**config.mk**
```make
export PLATFORM = sky130hd
export DESIGN_NAME = config_and_interrupt_control
export DESIGN_NICKNAME = d
export VERILOG_FILES = /design/src/cfgirq_pkg.sv /design/src/config_and_interrupt_control.sv
export SDC_FILE = /design/constraint.sdc
export NUM_CORES = 1
export LEC_CHECK = 0
export ABC_CLOCK_PERIOD_IN_PS = 1360
export BUFFER_PORTS_ARGS = -buffer_cell sky130_fd_sc_hd__buf_2
export CAP_MARGIN = 40
export CORE_MARGIN = 10
export CORE_UTILIZATION = 42
export DETAILED_ROUTE_END_ITERATION = 8
export GPL_TIMING_DRIVEN = 0
export PLACE_DENSITY = 0.82
export SYNTH_ARGS = -nofsm -noshare
export SYNTH_HDL_FRONTEND = slang
export SYNTH_SLANG_ARGS = --single-unit
export TNS_END_PERCENT = 5
```
**constraint.sdc**
```tcl
create_clock -name CLK -period 1.36 [get_ports CLK]
set_input_delay 0.068 -clock CLK [delete_from_list [all_inputs] [get_ports CLK]]
set_output_delay 0.068 -clock CLK [all_outputs]
set_load 0.05 [all_outputs]
```
**src/cfgirq_pkg.sv**
```systemverilog
// Package for the configuration and interrupt control block.
// Assumes a single 250 MHz clock domain and an 8-bit register port.
package cfgirq_pkg;
	localparam logic [12:0] CONFIG_OFFSET = 13'h100e;
	localparam logic [12:0] INTCTL_OFFSET = 13'h1010;
	localparam int BUS_STYLE_BIT = 0;
	localparam int CASCADE_LO_BIT = 4;
	localparam int CASCADE_HI_BIT = 5;
	localparam int WIDTH_BIT = 7;
	localparam int RSVD_ONE_BIT = 3;
	localparam int READY_TRIG_BIT = 0;
	localparam int PROT_TRIG_BIT = 1;
	localparam int FIFO_TRIG_BIT = 2;
	localparam int EDGE_BIT = 3;
	localparam int READY_PEND_BIT = 4;
	localparam int PROT_PEND_BIT = 5;
	localparam int FIFO_PEND_BIT = 6;
	localparam int GLOBAL_EN_BIT = 7;
	localparam int NUM_SOURCES = 3;
	localparam logic [7:0] BYTE_ZERO = 8'h00;
	localparam logic [1:0] INDEX_RESET = 2'h0;

	typedef struct packed {
		logic [1:0] highest_cascade_index;
		logic global_enable;
		logic edge_mode;
		logic [NUM_SOURCES-1:0] trigger;
		logic [NUM_SOURCES-1:0] pending;
		logic [NUM_SOURCES-1:0] event_prev;
		logic [1:0] width_sync;
		logic [1:0] bus_sync;
		logic irq_pulse;
		logic [7:0] read_data;
	} state_t;
endpackage

```
**src/config_and_interrupt_control.sv**
```systemverilog
// Configuration status register and three-source interrupt control.
// Assumes register strobes come from synchronous logic on CLK; straps are asynchronous pins.
// Contract
// - Configuration cleared only by hardware reset, never by soft reset mode entry.
// - Bit 0 reports bus style: zero SRAM, one multiplexed.
// - Bits 4-5 hold host-writable highest cascade index, readable back.
// - Bit 7 mirrors the width strap: zero 8-bit, one 16-bit.
// - Array-ready trigger bit 0 enables the ready interrupt source.
// - Protection trigger bit 1 enables protection violation interrupts.
// - FIFO trigger bit 2 enables overflow or underflow interrupts.
// - Bit 3 selects level output or one low pulse per cycle with a new event.
// - Pending bit 4 set on ready interrupt; writing one clears it.
// - Pending bit 5 set on protection interrupt; writing one clears it.
// - Pending bit 6 set on FIFO interrupt; writing one clears it.
// - Global enable bit 7 low disables all sources and negates output.
module config_and_interrupt_control
	import cfgirq_pkg::*;
(
	input wire logic CLK,
	input wire logic RST_N,
	input wire logic BUS_STYLE_PIN,
	input wire logic WIDTH_STRAP,
	input wire logic [12:0] REG_ADDR,
	input wire logic REG_WR,
	input wire logic REG_RD,
	input wire logic [7:0] REG_WDATA,
	output logic [7:0] REG_RDATA,
	input wire logic ARRAY_READY,
	input wire logic PROTECT_FAULT,
	input wire logic FIFO_FAULT,
	output logic IRQ_N
);
	state_t s_r;
	state_t s_nxt;
	logic [NUM_SOURCES-1:0] events;
	logic [NUM_SOURCES-1:0] rise;
	logic [NUM_SOURCES-1:0] set_pend;
	logic [NUM_SOURCES-1:0] clr_pend;
	logic irq_level;

	function automatic logic [7:0] config_byte(input state_t s);
		logic [7:0] b;
		b = BYTE_ZERO;
		b[BUS_STYLE_BIT] = s.bus_sync[1];
		b[RSVD_ONE_BIT] = 1'b1;
		b[CASCADE_HI_BIT:CASCADE_LO_BIT] = s.highest_cascade_index;
		b[WIDTH_BIT] = s.width_sync[1];
		return b;
	endfunction

	function automatic logic [7:0] intctl_byte(input state_t s);
		logic [7:0] b;
		b = BYTE_ZERO;
		b[FIFO_TRIG_BIT:READY_TRIG_BIT] = s.trigger;
		b[EDGE_BIT] = s.edge_mode;
		b[FIFO_PEND_BIT:READY_PEND_BIT] = s.pending;
		b[GLOBAL_EN_BIT] = s.global_enable;
		return b;
	endfunction

	assign events = {FIFO_FAULT, PROTECT_FAULT, ARRAY_READY};

	// Sources are rising-edge detected so a held condition raises one event, not a stream.
	genvar g;
	generate
		for (g = 0; g < NUM_SOURCES; g++) begin : src
			assign rise[g] = events[g] & ~s_r.event_prev[g];
			assign set_pend[g] = rise[g] & s_r.trigger[g] & s_r.global_enable;
			assign clr_pend[g] = REG_WR && (REG_ADDR == INTCTL_OFFSET) && REG_WDATA[READY_PEND_BIT + g];
		end
	endgenerate

	assign irq_level = s_r.global_enable && ((s_r.pending & s_r.trigger) != '0);

	always_comb begin
		s_nxt = s_r;
		s_nxt.width_sync = {s_r.width_sync[0], WIDTH_STRAP};
		s_nxt.bus_sync = {s_r.bus_sync[0], BUS_STYLE_PIN};
		s_nxt.event_prev = events;
		s_nxt.irq_pulse = 1'b0;
		if (REG_WR && REG_ADDR == CONFIG_OFFSET) begin
			s_nxt.highest_cascade_index = REG_WDATA[CASCADE_HI_BIT:CASCADE_LO_BIT];
		end
		if (REG_WR && REG_ADDR == INTCTL_OFFSET) begin
			s_nxt.trigger = REG_WDATA[FIFO_TRIG_BIT:READY_TRIG_BIT];
			s_nxt.edge_mode = REG_WDATA[EDGE_BIT];
			s_nxt.global_enable = REG_WDATA[GLOBAL_EN_BIT];
		end
		// A new event wins over a same-cycle clear so it is never lost.
		s_nxt.pending = (s_r.pending & ~clr_pend) | set_pend;
		if (set_pend != '0) begin
			s_nxt.irq_pulse = 1'b1;
		end
		if (REG_RD && REG_ADDR == CONFIG_OFFSET) begin
			s_nxt.read_data = config_byte(s_r);
		end else if (REG_RD && REG_ADDR == INTCTL_OFFSET) begin
			s_nxt.read_data = intctl_byte(s_r);
		end else begin
			s_nxt.read_data = BYTE_ZERO;
		end
	end

	// Only the hardware reset reaches this state; soft reset modes live elsewhere.
	always_ff @(posedge CLK) begin
		if (!RST_N) begin
			s_r.highest_cascade_index <= INDEX_RESET;
			s_r.global_enable <= 1'b0;
			s_r.edge_mode <= 1'b0;
			s_r.trigger <= '0;
			s_r.pending <= '0;
			s_r.event_prev <= '0;
			s_r.width_sync <= '0;
			s_r.bus_sync <= '0;
			s_r.irq_pulse <= 1'b0;
			s_r.read_data <= BYTE_ZERO;
		end else begin
			s_r <= s_nxt;
		end
	end

	assign REG_RDATA = s_r.read_data;
	// Edge mode gives a one-cycle low pulse per cycle with a new event; level mode holds until cleared.
	assign IRQ_N = s_r.edge_mode ? ~(s_r.irq_pulse && s_r.global_enable) : ~irq_level;
endmodule // config_and_interrupt_control

```
# Yosys cells after proc, flatten, opt, wreduce, memory -nomap -nowiden
# Cells that the tools add are included.
# totals
regBits	26
latchBits	0
ram_bits	0
romBits	0
in_bits	30
out_inout_bits	9
elab_cells	49
mem_count	0
# op_classes
addsub	0
multipliers	0
n_div	0
n_lt_le_gt_ge	0
eq_ne	2
shifts	0
muxes	4
bitwise	20
n_reduce_logical	12
# op_table
cell	count
$eq A13 B13 Y1 const B	2
$mux W8	2
$and A1 B1 Y1	9
$logic_and A1 B1 Y1	9
$not A1 Y1	7
$and A3 B3 Y3	2
$reduce_bool A3 Y1	2
$not A3 Y3	1
$or A3 B3 Y3	1
$reduce_or A3 Y1	1
$mux W1	2

# Depth between registers and ports, before layout
# Gate-level depths: netlist (run 1).
# depth
depth_word	6
mapped_depth	4
depth_no_buf	3

# Worst setup path after synthesis (run 1)
# Ideal clock, no wire load.
# synth_timing
kind	input -> register
from	input REG_ADDR[8]
to	register s_r[19] in the netlist's numbering
setup_ns	0.072
t_arrival_ns	1.368
t_required_ns	1.288
slack_ns	-0.079
path_stages	3
n_path_buf	0
cell_sequence	or4b_4 -> nor4_4 -> mux2i_1
# synth_between
elab_chain_cells	2
# synth_rtl
element	line_no	text
start, declared	config_and_interrupt_control.sv:23	input wire logic [12:0] REG_ADDR,
$eq A13 B13 Y1	config_and_interrupt_control.sv:84	if (REG_WR && REG_ADDR == INTCTL_OFFSET) begin
$logic_and A1 B1 Y1	config_and_interrupt_control.sv:84	
end signal, assigned	config_and_interrupt_control.sv:117	s_r <= s_nxt;
end, declared	config_and_interrupt_control.sv:33	state_t s_r;
# Every way passes these cells.
# A chain may end at the register's enable or synchronous reset.

# Worst setup path in the final report (run 1)
# layout_timing
from	register s_r[16] in the netlist's numbering
to	output IRQ_N
# layout_between
elab_chain_cells	5
# layout_rtl
element	line_no	text
$and A3 B3 Y3	config_and_interrupt_control.sv:73	assign irq_level = s_r.global_enable && ((s_r.pending & s_r.trigger) != '0);
$reduce_bool A3 Y1	config_and_interrupt_control.sv:73	
$logic_and A1 B1 Y1	config_and_interrupt_control.sv:73	
$not A1 Y1	config_and_interrupt_control.sv:123	assign IRQ_N = s_r.edge_mode ? ~(s_r.irq_pulse && s_r.global_enable) : ~irq_level;
$mux W1	config_and_interrupt_control.sv:123	
end, declared	config_and_interrupt_control.sv:31	output logic IRQ_N
# Every way passes these cells.

==> flow_summary.yaml, run 1 <==
clock_tree:
  clkLatencyLatePin_ns: 0.31
  cts_made_buffers: 3
  clockRootBuffer: "clkbuf_4"
  cts_tree: "built"
  cts_buffer_depth: 2
  cts.sinks: 26
  clk_pin_slew_worst_paths_ns: 0.12
  htree_levels: 1
global_routing:
  grt_max_degree: 15
  antenna_found_initial: 0
  grt_pass1_vias: 910
  grt_overflow: 0
  grt_pass1_wl_um: 4230
  grt_usage_pct: 10.3
die:
  dieArea_um2: 4910
  initial_utilization_pct: 43.3
  ioPinCount: 39
  core_um2: 2430
  rows: 18
  die_h_um: 70.1
  die_w_um: 70.1
critical_path:
  critical_path_required_ns: 1.29
  arrival_ns: 1.36
  critical_path_class: "register to primary output"
  cp_max_fo: 3
  end_kind: "primary output"
  cp-start-kind: "register"
  r2r_slack_ns: 0.22
status:
  status: "finished with violations"
  violations: "negative setup slack"
timing:
  slew_violations: 0
  setup_viol_count_final: 1
  period_minus_slack_ns: 1.43
  fmax_ghz: 0.701
  whs_ns: 0.0130
  fin_skew_ns: 0.00814
  final_hold_viol_count: 0
  rsz0062_at_grt: "yes"
  fin_crit_sh_pct: 105
  maxSlewHeadroom_pct: 58.9
  setup_ws_ns: -0.0664
  tightest_slew_ns: 0.613
final_layout:
  fin_nets: 183
  insertedDiodeCount: 0
  fin_util_pct: 59.1
  syn_to_final_growth_pct: 36.3
  drive_gt1_share_pct: 39.5
place:
  dp_hpwl_um: 1910
  portBuffers: 37
  gp_congestion: 0.816
yosys:
  synth_edf_count: 0
  synth_top_cell_by_area: "dfxtp_1"
  post_synth.cell_area_avg_um2: 10.5
  synth_ff_type: "dfxtp_1"
  netlist_area_um2: 1050
  ys_ff_latch: 26
  synthArstFlopShare_pct: 0
  synth_common_cells: "26 x dfxtp_1, 16 x nand2_1, 10 x and2_1, 8 x buf_4, 7 x mux2i_1"
  synth_top_area_share_pct: 49.4
  yosys-top-cells-area: "dfxtp_1 49%, mux2i_1 6.7%, and2_1 5.9%"
  synth_cells: 100
  ys_warn_count: 0
  yosys.cell_count.top_type: "dfxtp_1"
  ys_seq_area_share_pct: 49.4
  yosysUniqueCellTypes: 22
  syn_nets: 130
hold_path:
  holdCritPathClass: "input port to register"
drt:
  post_drt_wl_per_cell_um: 13.7
  first_pass_iters: 4
  initialDrtViolationCount: 27
  via_count: 877
  routed_wl_um: 2490
  drc: 0
  postRouteAntennaNets: 0
  viasPerCell: 4.82
pwr:
  p_leak_uw: 0.000652
  ir_drop_v: 0.000551
  power.density_nw_per_um2: 875
job:
  cap_violations: 0
## worst max-delay path: stages, from the launching register on
cell and delay [ns]:
dfxtp_2 0.35, a222oi_1 0.33, o21ai_1 0.11, nand2_1 0.09, buf_6 0.16
## per-layer routing
metal | global-route usage [%] | part of all wire [%] | up-vias
met2 | 18.3 | 54 | 35
li1 | - | - | 448
met1 | 10.4 | 36 | 390
met5 | 0 | 0 | -
met4 | 5.92 | 1.9 | 0
met3 | 2.97 | 8.0 | 4
## what timing repair did
action | in CTS | in global routing
resized for setup | 6 | 1
buffers inserted | 1 | 0
endpoints found under the setup margin | 1 | 3
pin swaps | 1 | 2
cloned | 0 | 0
endpoints found under the hold margin | 10 | 0
hold buffers | 10 | 0
## final timing paths
check,startpoint,end,cells after the start
hold / removal,REG_WDATA[1],s_r[20],3
setup reg to reg,s_r[19],s_r[16],4
setup / recovery,s_r[16],IRQ_N,4
hold reg to reg,s_nxt[12],s_r[12],1
## stage by stage
| step | setup WS [ns] | area, um2 | cells | setup TNS, ns | total power, uW |
|---|---|---|---|---|---|
| 2_1_floorplan | -0.0282 | 1050 | 100 | -0.156 | 828 |
| 3_3_place_gp | -0.245 | 1280 | 167 | -2.85 | 872 |
| 3_5_place_dp | -0.307 | 1280 | 167 | -3.37 | 876 |
| 4_1_cts | -0.0554 | 1430 | 182 | -0.0554 | 1260 |
| 5_1_grt | -0.127 | 1440 | 182 | -0.175 | 1300 |
| 6_report | -0.0664 | 1440 | 182 | -0.0664 | 1260 |
## flip-flops by register name (all words and copies together), names as in the netlist
register	count
s_nxt	2
REG_RDATA	8
s_r	16
## logic make-up (layout without fill, tap and decap cells)
kind of cell,after synthesis,count (layout),share of synthesized area (%)
AO/OA/AOI/OAI,14,14,9.14
buffers and inverters,11,63,6.77
flip-flops,26,26,49.4
multiplexers,7,7,6.65
AND/OR/NAND/NOR,42,42,28.0
## area by class of cell
type	count	area, um2
flip-flops and latches	26	524
fillers	211	996
repair buffers	48	299
multi-input cells	63	468
well taps	30	37.5
plain buffers	11	71.3
clock buffers	4	36.3
## cell usage in the layout, fill, tap and decap left out, types with 2 or more instances in the layout
| cell | Yosys | layout |
|---|---|---|
| a21oi_1 | 3 | 3 |
| a22o_1 | 4 | 4 |
| and2_1 | 10 | 10 |
| and4b_1 | 3 | 3 |
| buf_2 | 0 | 36 |
| buf_4 | 8 | 9 |
| clkbuf_1 | 3 | 3 |
| clkbuf_4 | 0 | 3 |
| dfxtp_1 | 26 | 23 |
| dfxtp_2 | 0 | 3 |
| dlygate4sd3_1 | 0 | 10 |
| mux2i_1 | 7 | 7 |
| nand2_1 | 16 | 16 |
| nor2b_1 | 3 | 3 |
| nor4_2 | 1 | 2 |
| nor4_4 | 2 | 2 |
| o21ai_0 | 4 | 3 |
| or4b_4 | 2 | 2 |
## power breakdown
group	internal, uW	switching, uW
Clock	164	210
Combinational	66.2	43.4
Sequential	772	2.03
Total	1000	256
No activity file was read; power rests on OpenSTA's default activity.
==> inputs of run 2 (changes only) <==
- CAP_MARGIN: 40 -> 20
- PLACE_DENSITY: 0.82 -> 0.78
==> flow_summary.yaml, run 2 (same netlist as run 1, synthesis figures left out) <==
timing:
  rsz0062_at_grt: "yes"
  final_hold_viol_count: 0
  setup_ws_ns: -0.0372
  fin_skew_ns: 0.00221
  setup_viol_count_final: 2
  fmax_ghz: 0.716
  fin_crit_sh_pct: 103
  tightest_slew_ns: 0.647
  period_minus_slack_ns: 1.40
  maxSlewHeadroom_pct: 56.6
  slew_violations: 0
die:
  ioPinCount: 39
  core_um2: 2430
  die_h_um: 70.1
  dieArea_um2: 4910
  initial_utilization_pct: 43.3
  rows: 18
  die_w_um: 70.1
clock_tree:
  cts_tree: "built"
  htree_levels: 1
  cts.sinks: 26
  cts_made_buffers: 3
  clk_pin_slew_worst_paths_ns: 0.13
  clkLatencyLatePin_ns: 0.32
  cts_buffer_depth: 2
  clockRootBuffer: "clkbuf_4"
critical_path:
  critical_path_required_ns: 1.29
  worst-path-buf-inv: 1
  max_stage_delay_ns: 0.35
  cp_max_fo: 2
  cp-start-kind: "register"
  end_kind: "primary output"
  arrival_ns: 1.33
  cp_cell_sequence: "a222oi_1 -> o21ai_1 -> nand2_1 -> buf_6"
  critical_path_class: "register to primary output"
  critical_path.top_delay_family: "compound AO/OA/AOI/OAI gates"
  crit_slowest_cell: "dfxtp_2"
global_routing:
  grt_pass1_wl_um: 4110
  grt_pass1_vias: 951
  grt_overflow: 0
  grt_usage_pct: 9.77
  antenna_found_initial: 0
  grt_max_degree: 15
drt:
  routed_wl_um: 2400
  postRouteAntennaNets: 0
  m1WireLength_um: 869
  first_pass_iters: 4
  initialDrtViolationCount: 22
  via_count: 885
  wl_met3_um: 115
  wl_met2_um: 1350
  top_layer: "met4"
  post_drt_wl_per_cell_um: 13.0
  viasPerCell: 4.81
  drc: 0
place:
  pre_cts_ws_ns: -0.346
  dp_hpwl_um: 1910
  gp_congestion: 0.758
  portBuffers: 37
final_layout:
  final_common_cell: "buf_2"
  nFillCells: 207
  top_register: "s_r"
  layout_common_cells: "35 x buf_2, 23 x dfxtp_1, 16 x nand2_1, 12 x dlygate4sd3_1, 10 x and2_1"
  drive_gt1_share_pct: 39.0
  largest_reg_flops: 16
  fin_nets: 185
  syn_to_final_growth_pct: 38.7
  insertedDiodeCount: 0
  fin_util_pct: 60.1
pwr:
  ir_drop_v: 0.000752
  p_leak_uw: 0.000664
  power.density_nw_per_um2: 867
job:
  cap_violations: 0
hold_path:
  holdCritPathClass: "input port to register"
status:
  status: "finished with violations"
  violations: "negative setup slack"
-- run 2: final timing paths --
path,endpoint,slack [ns],startpoint,cells after the start
worst max-delay path,IRQ_N,-0.04,s_r[19],4
worst min-delay path,s_r[18],0.04,REG_WDATA[6],3
worst max register to register,s_r[16],0.31,s_r[19],4
worst min register to register,s_r[12],0.46,s_nxt[12],1
-- run 2: metal layers --
| layer | global-route usage, % | vias up |
|---|---|---|
| li1 | - | 450 |
| met1 | 8.84 | 406 |
| met2 | 19.1 | 23 |
| met3 | 1.98 | 6 |
| met4 | 5.92 | 0 |
| met5 | 0 | - |
-- run 2: power breakdown --
part | switching, uW | internal, uW | total [uW]
Sequential | 2.42 | 772 | 774
Combinational | 41.7 | 72.5 | 114
Clock | 215 | 164 | 379
-- run 2: metrics by stage --
step / hold WS [ns] / area, um2 / instances / total power (uW) / TNS (ns)
final: 0.0436 / 1460 / 184 / 1270 / -0.0383
after detailed placement: 0.289 / 1280 / 167 / 876 / -3.37
after CTS: 0.0286 / 1450 / 184 / 1280 / -0.0559
after global routing: 0.0779 / 1460 / 184 / 1320 / -0.144
after floorplan: 0.190 / 1050 / 100 / 828 / -0.156
after global placement: 0.274 / 1280 / 167 / 872 / -2.85
-- run 2: cell type report --
type | count | area (um2) | share of cell area [%]
Tap cell | 30 | 37.5 | 2.57
Sequential cell | 26 | 524 | 35.9
Timing Repair Buffer | 50 | 325 | 22.3
Buffer | 11 | 71.3 | 4.88
Clock buffer | 4 | 36.3 | 2.48
Multi-Input combinational cell | 63 | 467 | 31.9
-- run 2: worst reg2reg max path: stages, from the launching register on --
cell and delay (ns):
dfxtp_2 0.35, buf_4 0.14, and4b_1 0.23, o21ai_0 0.15, a21oi_1 0.05
-- run 2: repair_timing --
item	in CTS	in global routing
setup endpoints to repair	2	5
hold endpoints to repair	12	0
pin swaps	1	1
buffers inserted	1	0
hold buffers	12	0
resized for setup	6	2
